**config.mk**
```make
export PLATFORM = sky130hd
export DESIGN_NAME = operand_alignment_check
export DESIGN_NICKNAME = d
export VERILOG_FILES = /design/src/core/opcode_class_decode.v /design/src/core/operand_alignment_check.v
export VERILOG_INCLUDE_DIRS = /design/src /design/src/core
export SDC_FILE = /design/constraint.sdc
export NUM_CORES = 1
export LEC_CHECK = 0
export ABC_CLOCK_PERIOD_IN_PS = 2100
export BUFFER_PORTS_ARGS = -buffer_cell sky130_fd_sc_hd__buf_4
export CAP_MARGIN = 20
export CORE_ASPECT_RATIO = 1.25
export CORE_MARGIN = 5
export CORE_UTILIZATION = 46
export DETAILED_ROUTE_END_ITERATION = 10
export PLACE_DENSITY = 0.73
export SYNTH_ARGS = -nofsm -noshare
export SYNTH_HDL_FRONTEND = slang
export SYNTH_SLANG_ARGS = --single-unit
```
**constraint.sdc**
```tcl
create_clock -name clk -period 2.1 [get_ports clk]
set_clock_uncertainty 0.15 [all_clocks]
set_input_delay 0.105 -clock clk [delete_from_list [all_inputs] [get_ports clk]]
set_output_delay 0.105 -clock clk [all_outputs]
set_load 0.005 [all_outputs]
```
**src/core/operand_alignment_check_defines.vh**
```
// Constants for the operand alignment checker
`ifndef OPERAND_ALIGNMENT_CHECK_DEFINES_VH
`define OPERAND_ALIGNMENT_CHECK_DEFINES_VH

// ****************************************
// Register byte offsets
// ****************************************
`define OFF_STATUS     12'h000
`define OFF_ENABLE     12'h004
`define OFF_CLEAR      12'h008
`define OFF_LAST_EA    12'h00C
`define OFF_LAST_INSTR 12'h010
`define OFF_FAULT_CNT  12'h014

// ****************************************
// Status, enable and clear bit positions
// ****************************************
`define ST_ALIGN    0
`define ST_ILLEGAL  1
`define ST_RESERVED 2
`define ST_MISALIGN 3
`define ST_WIDTH    4

// ****************************************
// Reset values
// ****************************************
`define RST_ENABLE  4'h0
`define RST_STATUS  4'h0

// ****************************************
// Instruction classes
// ****************************************
`define CLS_DEFINED  2'h0
`define CLS_ILLEGAL  2'h1
`define CLS_RESERVED 2'h2

// ****************************************
// Operand sizes
// ****************************************
`define SZ_BYTE   2'h0
`define SZ_HALF   2'h1
`define SZ_WORD   2'h2
`define SZ_DOUBLE 2'h3

// ****************************************
// Memory operation kinds
// ****************************************
`define OPK_NONE  3'h0
`define OPK_LDST  3'h1
`define OPK_RESV  3'h2
`define OPK_DCBZ  3'h3
`define OPK_CACHE 3'h4

// ****************************************
// Opcode fields and timing
// ****************************************
`define PRIM_HI   31
`define PRIM_LO   26
`define XOP_HI    10
`define XOP_LO    1
`define CACHE_MASK_BITS 4
`define APB_WAIT_CYCLES 1

`endif

```
**src/core/opcode_class_decode.v**
```verilog
// Instruction class decoder for primary and extended opcodes
`timescale 1ns/100ps
`include "operand_alignment_check_defines.vh"

module opcode_class_decode (
  input  wire [31:0] instr,
  output reg  [1:0]  instr_class
);

  // ****************************************
  // Extended opcodes under primary 19
  // ****************************************
  function is_defined_19;
    input [9:0] xop;
    begin
      case (xop)
        10'd0, 10'd16, 10'd33, 10'd50, 10'd51, 10'd129, 10'd150,
        10'd193, 10'd225, 10'd257, 10'd289, 10'd417, 10'd449,
        10'd528: is_defined_19 = 1'b1;
        default: is_defined_19 = 1'b0;
      endcase
    end
  endfunction

  wire [5:0] prim;
  wire [9:0] xop;

  assign prim = instr[`PRIM_HI:`PRIM_LO];
  assign xop  = instr[`XOP_HI:`XOP_LO];

  // Class selection
  always @* begin
    if (instr == 32'h0000_0000) begin
      instr_class = `CLS_ILLEGAL; // [RULE11]
    end else if (prim == 6'd0) begin
      instr_class = `CLS_RESERVED; // [RULE11]
    end else if (prim == 6'd4) begin
      instr_class = `CLS_RESERVED;
    end else if (prim == 6'd1 || prim == 6'd5 || prim == 6'd6 ||
                 prim == 6'd56 || prim == 6'd57 || prim == 6'd60 ||
                 prim == 6'd61 || prim == 6'd58 || prim == 6'd62) begin
      instr_class = `CLS_ILLEGAL; // [RULE12]
    end else if (prim >= 6'd48 && prim <= 6'd55) begin
      instr_class = `CLS_ILLEGAL;
    end else if (prim == 6'd59 || prim == 6'd63) begin
      instr_class = `CLS_ILLEGAL;
    end else if (prim == 6'd19 && !is_defined_19(xop)) begin
      instr_class = `CLS_ILLEGAL; // [RULE12]
    end else begin
      instr_class = `CLS_DEFINED;
    end
  end

endmodule

```
**src/core/operand_alignment_check.v**
```verilog
// Operand alignment checker with APB status and interrupt registers
`timescale 1ns/100ps
`include "operand_alignment_check_defines.vh"

// Overview of operation
// [RULE1] Alignment judged from low four address bits
// [RULE2] Aligned only at multiples of operand length
// [RULE3] Instruction fetch addresses forced to words
// [RULE4] Endian attribute ignored by alignment check
// [RULE5] Little-endian adds no extra alignment faults
// [RULE6] Ordinary misaligned loads/stores complete, no fault
// [RULE7] Reservation and cache-read need word alignment
// [RULE8] Zeroing uncached/write-through, translation off faults
// [RULE9] Cache ops drop four low address bits
// [RULE10] Cache ops never fault on address value
// [RULE11] Decoder sorts into defined, illegal, reserved
// [RULE12] Unknown opcode combinations are illegal; code decodes every primary 31 extended opcode as defined
// [RULE13] Undefined outcomes limited to reachable states
// [RULE14] Faulting instruction commits nothing
module operand_alignment_check #(
  parameter ADDR_W = 12,
  parameter CNT_W  = 16
) (
  input  wire              clk,
  input  wire              rst_n,
  input  wire              psel,
  input  wire              penable,
  input  wire              pwrite,
  input  wire [ADDR_W-1:0] paddr,
  input  wire [31:0]       pwdata,
  output reg  [31:0]       prdata,
  output reg               pready,
  output reg               pslverr,
  input  wire              req_valid,
  input  wire [31:0]       req_instr,
  input  wire [31:0]       effective_address,
  input  wire              data_translation_enable,
  input  wire              region_cacheable,
  input  wire              region_write_through,
  input  wire              region_little_endian,
  input  wire [31:0]       fetch_address,
  output reg               rsp_valid,
  output reg               rsp_align_exc,
  output reg               rsp_program_exc,
  output reg               rsp_misaligned,
  output reg               rsp_extra_cycle,
  output reg               rsp_commit,
  output reg  [1:0]        rsp_class,
  output reg  [31:0]       rsp_target_address,
  output reg               rsp_little_endian,
  output reg  [31:0]       fetch_word_address,
  output reg               irq
);

  // ****************************************
  // Functions
  // ****************************************
  function is_misaligned;
    input [1:0] size;
    input [3:0] low;
    begin
      case (size)
        `SZ_BYTE:  is_misaligned = 1'b0;        // [RULE1]
        `SZ_HALF:  is_misaligned = low[0];      // [RULE1]
        `SZ_WORD:  is_misaligned = |low[1:0];   // [RULE1]
        default:   is_misaligned = |low[2:0];   // [RULE2]
      endcase
    end
  endfunction

  function crosses_word;
    input [1:0] size;
    input [3:0] low;
    begin
      case (size)
        `SZ_BYTE:  crosses_word = 1'b0;
        `SZ_HALF:  crosses_word = (low[1:0] == 2'h3);
        `SZ_WORD:  crosses_word = |low[1:0];
        default:   crosses_word = 1'b1;
      endcase
    end
  endfunction

  function [31:0] cache_line_base;
    input [31:0] ea;
    begin
      cache_line_base = {ea[31:`CACHE_MASK_BITS], {`CACHE_MASK_BITS{1'b0}}};
    end
  endfunction

  function is_read_only;
    input [ADDR_W-1:0] addr;
    begin
      is_read_only = (addr == `OFF_STATUS) ||
                     (addr == `OFF_LAST_EA) ||
                     (addr == `OFF_LAST_INSTR) ||
                     (addr == `OFF_FAULT_CNT);
    end
  endfunction

  function [4:0] mem_op;
    input [31:0] ins;
    reg   [5:0]  p;
    reg   [9:0]  x;
    begin
      p = ins[`PRIM_HI:`PRIM_LO];
      x = ins[`XOP_HI:`XOP_LO];
      mem_op = {`OPK_NONE, `SZ_BYTE};
      case (p)
        6'd32, 6'd33, 6'd36, 6'd37, 6'd46, 6'd47:
          mem_op = {`OPK_LDST, `SZ_WORD};
        6'd34, 6'd35, 6'd38, 6'd39:
          mem_op = {`OPK_LDST, `SZ_BYTE};
        6'd40, 6'd41, 6'd42, 6'd43, 6'd44, 6'd45:
          mem_op = {`OPK_LDST, `SZ_HALF};
        6'd31: begin
          case (x)
            10'd20, 10'd150, 10'd486:
              mem_op = {`OPK_RESV, `SZ_WORD};
            10'd1014:
              mem_op = {`OPK_DCBZ, `SZ_BYTE};
            10'd54, 10'd86, 10'd246, 10'd278, 10'd470, 10'd758,
            10'd454, 10'd262, 10'd982, 10'd966, 10'd998:
              mem_op = {`OPK_CACHE, `SZ_BYTE};
            10'd23, 10'd55, 10'd151, 10'd183, 10'd534, 10'd662:
              mem_op = {`OPK_LDST, `SZ_WORD};
            10'd87, 10'd119, 10'd215, 10'd247:
              mem_op = {`OPK_LDST, `SZ_BYTE};
            10'd279, 10'd311, 10'd343, 10'd375, 10'd407, 10'd439,
            10'd790, 10'd918:
              mem_op = {`OPK_LDST, `SZ_HALF};
            default:
              mem_op = {`OPK_NONE, `SZ_BYTE};
          endcase
        end
        default: mem_op = {`OPK_NONE, `SZ_BYTE};
      endcase
    end
  endfunction

  // ****************************************
  // Decode of the current request
  // ****************************************
  wire [1:0]  cls;
  wire [4:0]  op;
  wire [2:0]  kind;
  wire [1:0]  size;
  wire [3:0]  low;
  reg         align_fault;
  reg         misal;
  reg         extra;
  reg         prog_fault;
  reg  [31:0] target;

  opcode_class_decode u_class (
    .instr       (req_instr),
    .instr_class (cls)
  );

  assign op   = mem_op(req_instr);
  assign kind = op[4:2];
  assign size = op[1:0];
  assign low  = effective_address[3:0];

  // Endian attribute deliberately left out of every term below
  always @* begin
    align_fault = 1'b0;                            // [RULE4]
    misal       = 1'b0;
    extra       = 1'b0;
    target      = effective_address;
    prog_fault  = (cls == `CLS_ILLEGAL) ||
                  (cls == `CLS_RESERVED &&
                   req_instr[`PRIM_HI:`PRIM_LO] == 6'd0); // [RULE13]
    if (cls == `CLS_DEFINED) begin
      case (kind)
        `OPK_LDST: begin
          misal = is_misaligned(size, low);        // [RULE2]
          extra = crosses_word(size, low);         // [RULE6]
        end
        `OPK_RESV: begin
          misal       = is_misaligned(size, low);
          align_fault = misal;                     // [RULE7]
        end
        `OPK_DCBZ: begin
          target      = cache_line_base(effective_address); // [RULE9]
          align_fault = !data_translation_enable &&
                        (!region_cacheable ||
                         region_write_through);    // [RULE8]
        end
        `OPK_CACHE: begin
          target      = cache_line_base(effective_address); // [RULE9]
          align_fault = 1'b0;                      // [RULE10]
        end
        default: begin
          misal = 1'b0;
        end
      endcase
    end
  end

  // ****************************************
  // Response registers
  // ****************************************
  always @(posedge clk or negedge rst_n) begin
    if (!rst_n) begin
      rsp_valid          <= 1'b0;
      rsp_align_exc      <= 1'b0;
      rsp_program_exc    <= 1'b0;
      rsp_misaligned     <= 1'b0;
      rsp_extra_cycle    <= 1'b0;
      rsp_commit         <= 1'b0;
      rsp_class          <= `CLS_DEFINED;
      rsp_target_address <= 32'h0000_0000;
      rsp_little_endian  <= 1'b0;
      fetch_word_address <= 32'h0000_0000;
    end else begin
      rsp_valid          <= req_valid;
      rsp_align_exc      <= req_valid && align_fault;  // [RULE5]
      rsp_program_exc    <= req_valid && prog_fault;
      rsp_misaligned     <= req_valid && misal;
      rsp_extra_cycle    <= req_valid && extra;        // [RULE6]
      rsp_commit         <= req_valid && !align_fault &&
                            !prog_fault;               // [RULE14]
      rsp_class          <= cls;                       // [RULE11]
      rsp_target_address <= target;
      rsp_little_endian  <= region_little_endian;      // [RULE4]
      fetch_word_address <= {fetch_address[31:2], 2'b00}; // [RULE3]
    end
  end

  // ****************************************
  // Event capture
  // ****************************************
  reg  [`ST_WIDTH-1:0] status_r;
  reg  [`ST_WIDTH-1:0] status_nxt;
  reg  [`ST_WIDTH-1:0] enable_r;
  reg  [`ST_WIDTH-1:0] enable_nxt;
  reg  [31:0]          last_ea_r;
  reg  [31:0]          last_instr_r;
  reg  [CNT_W-1:0]     fault_cnt_r;
  wire [`ST_WIDTH-1:0] events;
  wire [`ST_WIDTH-1:0] clear_bits;
  wire                 wr_access;
  wire                 any_fault;

  assign events[`ST_ALIGN]    = req_valid && align_fault;
  assign events[`ST_ILLEGAL]  = req_valid && cls == `CLS_ILLEGAL;
  assign events[`ST_RESERVED] = req_valid && cls == `CLS_RESERVED;
  assign events[`ST_MISALIGN] = req_valid && misal && !align_fault;
  assign any_fault = req_valid && (align_fault || prog_fault);

  assign wr_access  = psel && penable && pready && pwrite;
  assign clear_bits = (wr_access && paddr == `OFF_CLEAR) ?
                      pwdata[`ST_WIDTH-1:0] : {`ST_WIDTH{1'b0}};

  // A set in the same cycle as its clear survives
  always @* begin
    status_nxt = (status_r & ~clear_bits) | events;
  end

  always @(posedge clk or negedge rst_n) begin
    if (!rst_n) begin
      status_r     <= `RST_STATUS;
      last_ea_r    <= 32'h0000_0000;
      last_instr_r <= 32'h0000_0000;
      fault_cnt_r  <= {CNT_W{1'b0}};
    end else begin
      status_r <= status_nxt;
      if (any_fault) begin
        last_ea_r    <= effective_address;
        last_instr_r <= req_instr;
        if (fault_cnt_r != {CNT_W{1'b1}}) begin
          fault_cnt_r <= fault_cnt_r + {{(CNT_W-1){1'b0}}, 1'b1};
        end
      end
    end
  end

  // ****************************************
  // Interrupt output
  // ****************************************
  // Enable write seen by irq on the same edge
  always @* begin
    enable_nxt = enable_r;
    if (wr_access && paddr == `OFF_ENABLE) begin
      enable_nxt = pwdata[`ST_WIDTH-1:0];
    end
  end

  always @(posedge clk or negedge rst_n) begin
    if (!rst_n) begin
      irq <= 1'b0;
    end else begin
      irq <= |(status_nxt & enable_nxt);
    end
  end

  // ****************************************
  // APB slave
  // ****************************************
  reg  [31:0] rd_word;
  reg         rd_err;

  always @* begin
    rd_word = 32'h0000_0000;
    rd_err  = 1'b0;
    if (paddr == `OFF_STATUS) begin
      rd_word = {{(32-`ST_WIDTH){1'b0}}, status_r};
    end else if (paddr == `OFF_ENABLE) begin
      rd_word = {{(32-`ST_WIDTH){1'b0}}, enable_r};
    end else if (paddr == `OFF_CLEAR) begin
      rd_word = 32'h0000_0000;
    end else if (paddr == `OFF_LAST_EA) begin
      rd_word = last_ea_r;
    end else if (paddr == `OFF_LAST_INSTR) begin
      rd_word = last_instr_r;
    end else if (paddr == `OFF_FAULT_CNT) begin
      rd_word = {{(32-CNT_W){1'b0}}, fault_cnt_r};
    end else begin
      rd_err = 1'b1;
    end
  end

  always @(posedge clk or negedge rst_n) begin
    if (!rst_n) begin
      pready   <= 1'b0;
      pslverr  <= 1'b0;
      prdata   <= 32'h0000_0000;
      enable_r <= `RST_ENABLE;
    end else begin
      pready <= psel && !penable;
      if (psel && !penable) begin
        prdata  <= pwrite ? 32'h0000_0000 : rd_word;
        pslverr <= rd_err ||
                   (pwrite && is_read_only(paddr));
      end else begin
        pslverr <= 1'b0;
      end
      enable_r <= enable_nxt;
    end
  end

endmodule

```
# After elaboration in Yosys (flattened, before gate mapping)

Index checks and enable logic that the tools add are counted.

Register bits after elaboration: 194
Bits of input ports: 150

Add/sub/neg operators: 1
$lt $le $gt $ge: 2
Equal/unequal tests: 90
Mux-type cells: 42
Bitwise operators: 4
Reduce and logical (&&, ||, !) cells: 64

Operator list:

| cell                                            | number |
|---|---|
| two-way mux 32 bit                              | 6 |
| == test 10 x 9 -> 1 bit (second input constant) | 15 |
| == test 6 bit (second input constant)           | 24 |
| == test 10 bit (second input constant)          | 10 |
| == test 10 x 8 -> 1 bit (second input constant) | 9 |
| == test 10 x 6 -> 1 bit (second input constant) | 5 |
| logical NOT 32 bit                              | 1 |
| == test 10 x 5 -> 1 bit (second input constant) | 3 |
| == test 10 x 7 -> 1 bit (second input constant) | 3 |
| one-hot mux 5 bit (6 select lines)              | 1 |
| == test 12 x 4 -> 1 bit (second input constant) | 2 |
| == test 12 x 5 -> 1 bit (second input constant) | 2 |
| logical AND 1 bit                               | 21 |
| two-way mux 1 bit                               | 20 |
| one-hot mux 5 bit (4 select lines)              | 1 |
| == test 6 x 3 -> 1 bit (second input constant)  | 3 |
| OR reduction 6 bit                              | 3 |
| adder 16 x 1 -> 16 bit (second input constant)  | 1 |
| logical OR 1 bit                                | 16 |
| two-way mux 16 bit                              | 1 |
| two-way mux 4 bit                               | 4 |
| inequality test 16 bit (second input constant)  | 1 |
| OR reduction 14 bit                             | 1 |
| == test 12 x 3 -> 1 bit (second input constant) | 1 |
| other kinds (26)                                | 49 |

# Logic depth before layout (Yosys ltp)

Gate-level depths: netlist of run 1.

Word-level depth: 29
Gate-level depth with buffers: 10

# Hierarchy

A second synthesis of run 1 with hierarchy kept.

Cell total of the unflattened synthesis: 645
Area, all modules: 8284.2 um^2

By module, submodules not included:

| module                  | times used | cells an instance | area an instance (um^2) |
|---|---|---|---|
| operand_alignment_check | 1          | 606               | 8023.9 |
| opcode_class_decode     | 1          | 39                | 260.2 |

# Worst setup path after synthesis of run 1

Ideal clock, no wire load.

Kind: input-to-reg
From: input req_instr[2]
To: register last_ea_r[0]
Library setup time: 0.125 ns
Arrival: 2.037 ns
Required time: 1.825 ns
Setup slack: -0.212 ns
Stages on the path: 9
Buffers on the path: 2
Cells stage by stage: buf_6 > or4_1 > a31oi_1 > and4_1 > o211a_4 > o211ai_4 > nand2_8 > buf_8 > mux2_4

Cells in the longest elaborated chain, start to end: 23

Ends and longest elaborated chain:

| element                                               | line                          | source |
|---|---|---|
| from (decl)                                           | operand_alignment_check.v:35  | `input wire [31:0] req_instr,` |
| == test 10 x 5 -> 1 bit, or another cell as far along | opcode_class_decode.v:16      | `case (xop)` |
| OR reduction 14 bit                                   | opcode_class_decode.v:16      |  |
| two-way mux 1 bit                                     | opcode_class_decode.v:16      |  |
| two-way mux 1 bit                                     | opcode_class_decode.v:45      | `end else if (prim == 6'd59 \|\| prim == 6'd63) begin` |
| two-way mux 1 bit                                     | opcode_class_decode.v:43      | `end else if (prim >= 6'd48 && prim <= 6'd55) begin` |
| two-way mux 1 bit                                     | opcode_class_decode.v:39      | `end else if (prim == 6'd1 \|\| prim == 6'd5 \|\| prim == 6'd6 \|\|` |
| two-way mux 1 bit                                     | opcode_class_decode.v:37      | `end else if (prim == 6'd4) begin` |
| two-way mux 1 bit                                     | opcode_class_decode.v:35      | `end else if (prim == 6'd0) begin` |
| (+7 left out)                                         | --                            |  |
| two-way mux 2 bit                                     | opcode_class_decode.v:37      |  |
| two-way mux 2 bit                                     | opcode_class_decode.v:35      |  |
| two-way mux 2 bit                                     | opcode_class_decode.v:33      | `if (instr == 32'h0000_0000) begin` |
| == test 2 bit (no line)                               | --                            |  |
| logical AND 1 bit                                     | operand_alignment_check.v:172 | `` (cls == `CLS_RESERVED && `` |
| logical OR 1 bit                                      | operand_alignment_check.v:171 | `` prog_fault = (cls == `CLS_ILLEGAL) \|\| `` |
| logical OR 1 bit (*)                                  | operand_alignment_check.v:250 | `assign any_fault = req_valid && (align_fault \|\| prog_fault);` |
| logical AND 1 bit (*)                                 | operand_alignment_check.v:250 |  |
| to (signal assigned)                                  | operand_alignment_check.v:270 | `last_ea_r <= effective_address;` |
| to (decl)                                             | operand_alignment_check.v:238 | `reg [31:0] last_ea_r;` |

Every way passes the cells marked *; elsewhere a longest branch is shown, timed or not. The select of a mux whose other input is x is not followed.
A chain may end at the register's enable or synchronous reset.

# Worst setup path in the final report of run 1

From: input req_instr[4]
To: register fault_cnt_r[8]

Cells in the longest elaborated chain, start to end: 24

Ends and longest elaborated chain:

| element                                               | line                          | source |
|---|---|---|
| == test 10 x 5 -> 1 bit, or another cell as far along | opcode_class_decode.v:16      |  |
| OR reduction 14 bit                                   | opcode_class_decode.v:16      |  |
| two-way mux 1 bit                                     | opcode_class_decode.v:16      |  |
| two-way mux 1 bit                                     | opcode_class_decode.v:45      |  |
| two-way mux 1 bit                                     | opcode_class_decode.v:43      |  |
| two-way mux 1 bit                                     | opcode_class_decode.v:39      |  |
| two-way mux 1 bit                                     | opcode_class_decode.v:37      |  |
| two-way mux 1 bit                                     | opcode_class_decode.v:35      |  |
| (+8 left out)                                         | --                            |  |
| two-way mux 2 bit                                     | opcode_class_decode.v:35      |  |
| two-way mux 2 bit                                     | opcode_class_decode.v:33      |  |
| == test 2 bit (no line)                               | --                            |  |
| logical AND 1 bit                                     | operand_alignment_check.v:172 |  |
| logical OR 1 bit                                      | operand_alignment_check.v:171 |  |
| logical OR 1 bit (*)                                  | operand_alignment_check.v:250 |  |
| logical AND 1 bit (*)                                 | operand_alignment_check.v:250 |  |
| AND reduction 2 bit (no line) (*)                     | --                            |  |
| to (signal assigned)                                  | operand_alignment_check.v:266 | `fault_cnt_r <= {CNT_W{1'b0}};` |
| to (signal assigned)                                  | operand_alignment_check.v:273 | `fault_cnt_r <= fault_cnt_r + {{(CNT_W-1){1'b0}}, 1'b1};` |
| to (decl)                                             | operand_alignment_check.v:240 | `reg [CNT_W-1:0] fault_cnt_r;` |

Marked as above.

==> flow_summary.ini, run 1 <==
[timing]
drv_slew = 0
fin_ws_ns = 0.0394
fin_crit_sh = 0.981
setup_violations = 0
whs_ns = 0.0394
clock.fmax_mhz = 485
min_period_ns = 2.06
hold_viol = 0

[pwr]
powerDensity_nw_per_um2 = 726
p_total_mw = 9.21
irDropWorstVdd_mv = 0.591
p_leak_nw = 6.08

[cts]
cts_tree = yes
worstSkewPairLatency_ns = 0.43
cts.path.max_buffers = 2
cts_htree_levels = 4
numClockSinks = 194
clkSlewWorstSetupHoldPaths_ns = 0.07
cts_buffers = 17
cts_root_buffer = clkbuf_16

[global_routing]
grt_pass1_wl_um = 37000
antenna_found_initial = 0
first_global_vias = 7159
grt_util_met1 = 0.279
grt_max_degree = 57
met3_usage = 0.0375
grt_remaining_overflow = 0
gr-usage-all-layers = 0.225
grt.met2_usage = 0.397
top_usage_layer = met2

[run]
drv_cap = 0

[synthesis]
synth_commonest_cells = dfrtp_1, mux2_4, nand2_1
synthCells = 635
yosys.area.top_type_share = 0.586
yosysMostFrequentCell = dfrtp_1
synth_area_leaders = dfrtp_1, mux2_4, nand2_1
yosys_warnings = 0
ys_seq_area_frac = 0.586
synth_top_area_cell = dfrtp_1
async_flop_share = 1.00
netlist_area_um2 = 8290
synth-edff-count = 0
synth_top_flop_cell = dfrtp_1
synth.distinct_cells = 74
syn_area_per_cell_um2 = 13.0
ys_ff_latch = 194

[die]
io_pins = 258
start_util = 0.463
fp.dieW_um = 130
coreArea_um2 = 17900
die_area_um2 = 20800
die-height_um = 160
rows = 55

[worst_hold_path]
hold_path.class = in2async

[detailed_routing]
vias = 6662
finalWirelength_um = 23100
avgViaCountPerCell = 5.12
ant_nets = 0
avgRoutedWirePerCell_um = 17.8
firstDrtPassIters = 5
post-route-drc-count = 0
drtIter0Drc = 412

[setup_path]
cp.arrival_ns = 2.23
worstRegToRegCells = 9
critPathLaunchType = input pin
crit_fanout = 5
path_class = in2reg
worstPathRequired_ns = 2.26
cp-end-kind = flop

[finish]
fill_cells = 1214
final_util = 0.709
fin_nets = 1211
antenna_cells = 0
fin_cells = 1301
area_growth_syn_to_layout_pct = 53.1
drive_gt1_frac = 0.442

[run_status]
status = finished clean

[placed_design]
routabilityCongestion = 0.814
io_buffers = 225
post-place-ws_ns = -0.401
dp.cells = 1161
hpwl_um = 16300
sequential cells by signal (all words and copies together) (netlist names), 2 cells and up:
| name | flops |
|---|---|
| enable_r | 4 |
| fault_cnt_r | 16 |
| fetch_word_address | 30 |
| last_ea_r | 32 |
| last_instr_r | 32 |
| prdata | 32 |
| rsp_class | 2 |
| rsp_target_address | 32 |
| status_r | 4 |
metal layers:
| layer | wire, um | vias to the layer above |
|---|---|---|
| met4 | 423 | 0 |
| met3 | 1300 | 32 |
| met2 | 12400 | 214 |
| met5 | 0 | - |
| li1 | - | 3104 |
| met1 | 9000 | 3312 |
metrics by stage:
step | TNS [ns] | area, um^2
after floorplan | -10.89 | 8340
after global placement | -26.51 | 11000
after detailed placement | -28.22 | 11000
after CTS | 0 | 12600
after global routing | -0.0713 | 12700
final | 0 | 12700
cell type report:
class | count | area [um^2] | area share
clock inverters | 14 | 165 | 0.0130
clock buffers | 18 | 429 | 0.0338
repair buffers | 437 | 3650 | 0.288
multi-input cells | 401 | 3260 | 0.257
inverters | 9 | 33.8 | 0.00266
well taps | 228 | 285 | 0.0225
flip-flops and latches | 194 | 4850 | 0.383
cells by family after synthesis:
group                      share of synthesized area
muxes                                          0.146
and+or+nand+nor                                0.118
xor gates and xnor gates                      0.0189
other                                       0.000453
DFF                                            0.586
adders and majority gates                    0.00151
buffers and inverters                         0.0323
AOI/OAI and AO/OA                             0.0968
path summary, 6_finish.rpt:
check	from	to	slack [ns]
max in group asynchronous	rst_n	fetch_word_address[27]$_DFF_PN0_	1.11
worst min-delay path	rst_n	prdata[12]$_DFFE_PN0P_	0.04
min in group clk	data_translation_enable	rsp_align_exc$_DFF_PN0_	0.04
worst min register to register	prdata[29]$_DFFE_PN0P_	prdata[29]$_DFFE_PN0P_	0.33
worst max-delay path	req_instr[4]	fault_cnt_r[8]$_DFFE_PN0P_	0.04
worst max register to register	fault_cnt_r[4]$_DFFE_PN0P_	fault_cnt_r[9]$_DFFE_PN0P_	0.13
power breakdown:
part           switching [mW]  internal, mW  leakage [nW]
clock network            1.53          1.71         0.290
registers               0.234          4.13          2.40
logic                   0.594          1.02          3.40
worst max-delay path: stages:
cell      delay [ns]
buf_6           0.09
buf_6           0.12
and4b_2         0.31
nand2_4         0.07
o311a_4         0.39
nor3_4          0.28
o211ai_4        0.16
buf_6           0.15
a21oi_4         0.21
buf_6           0.16
nand3_2         0.06
xnor2_1         0.12
layout by cell type, fill, tap and decap left out, drive strengths merged, types with 3 or more instances in the layout:
master | Yosys | layout
xnor2 | 14 | 14
nor3b | 5 | 5
dlygate4sd3 | 0 | 101
clkinv | 0 | 3
nand2 | 57 | 57
nand4b | 3 | 3
clkbuf | 16 | 19
nor3 | 7 | 7
and2 | 8 | 8
buf | 16 | 335
and3 | 6 | 6
mux2i | 19 | 19
nor2 | 40 | 40
nand2b | 4 | 4
nand4 | 8 | 8
a221oi | 5 | 5
o21ai | 34 | 34
a21o | 7 | 7
inv | 9 | 18
dfrtp | 194 | 194
a21oi | 25 | 25
xor2 | 3 | 3
nor4 | 9 | 9
o211ai | 3 | 3
mux2 | 69 | 69
nand3 | 16 | 16
a22oi | 18 | 18
a211oi | 5 | 5
what timing repair did:
item,CTS,global route
setup buffers,0,7
hold buffers,101,0
setup endpoints to repair,0,11
resized for setup,0,17
hold endpoints to repair,333,0
No activity file was read; power rests on OpenSTA's default activity.
==> run 2, diff against run 1 <==
- CORE_UTILIZATION: 46 -> 48
- CTS_BUF_LIST: not set -> sky130_fd_sc_hd__clkbuf_8
- PLACE_DENSITY: 0.73 -> 0.76
==> flow_summary.ini, run 2 (same netlist as run 1, synthesis figures left out) <==
[global_routing]
first_global_vias = 7125
grt_remaining_overflow = 0
grt_pass1_wl_um = 37400
antenna_found_initial = 0
gr-usage-all-layers = 0.237
grt_max_degree = 61

[placed_design]
routabilityCongestion = 0.844
post-place-ws_ns = -0.409
dp.cells = 1151
hpwl_um = 16500
io_buffers = 225

[setup_path]
crit_slowest_cell = or4_1
cp.arrival_ns = 2.21
cp_cell_sequence = buf_4, or4_1, a31oi_1, and4_1, o211a_4, o211ai_4, nand2_8, buf_12, mux2_4
crit_fanout = 14
r2r-end = fault_cnt_r[9]$_DFFE_PN0P_
path_buf_inv = 2
path_class = in2reg
worstRegToRegCells = 9
slowest_delay_ns = 0.58
r2r_slack_ns = 0.11
worstPathRequired_ns = 2.30
crit_family = simple AND/OR/NAND/NOR gates
cp-end-kind = flop
critPathLaunchType = input pin
r2r_start = fault_cnt_r[0]$_DFFE_PN0P_

[cts]
worstSkewPairLatency_ns = 0.46
clkSlewWorstSetupHoldPaths_ns = 0.11
cts_htree_levels = 4
numClockSinks = 194
cts.path.max_buffers = 2
cts_buffers = 17
cts_root_buffer = clkbuf_8
cts_tree = yes

[timing]
whs_ns = 0.0217
min_period_ns = 2.01
clock.fmax_mhz = 497
worstMarginPinSlew_ns = 0.516
drv_slew = 0
tns_ns = 0
fin_crit_sh = 0.958
setup_violations = 0
hold_viol = 0
fin_ws_ns = 0.0874
slew_headroom = 0.656

[detailed_routing]
firstDrtPassIters = 5
avgRoutedWirePerCell_um = 18.3
vias = 6617
avgViaCountPerCell = 5.14
finalWirelength_um = 23500
ant_nets = 0
post-route-drc-count = 0
drtIter0Drc = 480

[finish]
drive_gt1_frac = 0.432
area_growth_syn_to_layout_pct = 49.5
antenna_cells = 0
regArea_um2 = 4850
final_util = 0.733
fin_cells = 1288
multi_input_area_um2 = 3220
fin_nets = 1207
fill_cells = 1117
final_cell_mix = buf_4, dfrtp_1, dlygate4sd3_1, mux2_4, nand2_1
final_common_cell = buf_4

[die]
start_util = 0.490
fp.dieW_um = 128
coreArea_um2 = 16900
io_pins = 258
rows = 53
die_area_um2 = 20000
die-height_um = 157

[pwr]
irDropWorstVdd_mv = 0.379
p_leak_nw = 5.95
powerDensity_nw_per_um2 = 673

[run]
drv_cap = 0

[worst_hold_path]
hold_path.class = in2async

[run_status]
status = finished clean
==> run 2: changes by cell type in the layout (fill, tap and decap cells not counted), moves of 2 or more <==
| cell | delta |
|---|---|
| clkbuf_8 | +18 |
| clkbuf_16 | -17 |
| buf_4 | -4 |
| buf_6 | -4 |
| dlygate4sd3_1 | +4 |
| nand2_1 | +3 |
| inv_6 | -2 |
| nand2_2 | -2 |
| nor4b_4 | -2 |
==> run 2: how the worst max path moves through the flow <==
stage / startpoint / to / slack [ns] / cells past startpoint
final: req_instr[5] / last_ea_r[18]$_DFFE_PN0P_ / 0.09 / 9
after global placement: req_instr[4] / last_instr_r[11]$_DFFE_PN0P_ / -0.37 / 10
after global routing: req_instr[4] / fault_cnt_r[5]$_DFFE_PN0P_ / -0.001 / 12
after detailed placement: req_instr[4] / last_instr_r[11]$_DFFE_PN0P_ / -0.41 / 10
after floorplan: req_instr[3] / last_ea_r[0]$_DFFE_PN0P_ / -0.16 / 9
after CTS: fault_cnt_r[4]$_DFFE_PN0P_ / fault_cnt_r[13]$_DFFE_PN0P_ / 0.06 / 9
==> run 2: report_power, final <==
group | switching, mW | internal (mW)
combinational | 0.584 | 1.01
sequential | 0.238 | 4.13
clock | 1.46 | 0.917
total | 2.28 | 6.06
==> run 2: per-stage QoR <==
step                total power [mW]  area [um^2]
floorplan                       5.09         8340
global placement                5.79        10900
detailed placement              5.85        10900
CTS                             8.37        12400
global route                    8.72        12400
finish                          8.34        12400
==> run 2: area by class of cell <==
type / count / area share
Tap cell: 220 / 0.0222
Inverter: 9 / 0.00273
Clock inverter: 13 / 0.0112
Multi-Input combinational cell: 401 / 0.260
Timing Repair Buffer: 433 / 0.292
Clock buffer: 18 / 0.0200
Sequential cell: 194 / 0.392
==> run 2: timing repair <==
action	CTS	global route
setup buffers	0	1
endpoints found under the hold margin	342	0
hold buffers	105	0
resized for setup	0	4
setup endpoints to repair	0	75
==> run 2: worst reg2reg max path, delay by kind of cell (launching register included) <==
kind                       cells  cell delay [ns]
and+or+nand+nor                6             0.78
DFF                            1             0.41
adders and majority gates      1             0.23
buffers and inverters          1             0.18
xor gates and xnor gates       1             0.14
==> run 2: routing by layer <==
layer	up-vias	track usage	wire length [um]
li1	3095	-	-
met1	3237	0.295	9110
met2	253	0.423	12500
met3	32	0.0421	1550
met4	0	0.0710	384
met5	-	0	0
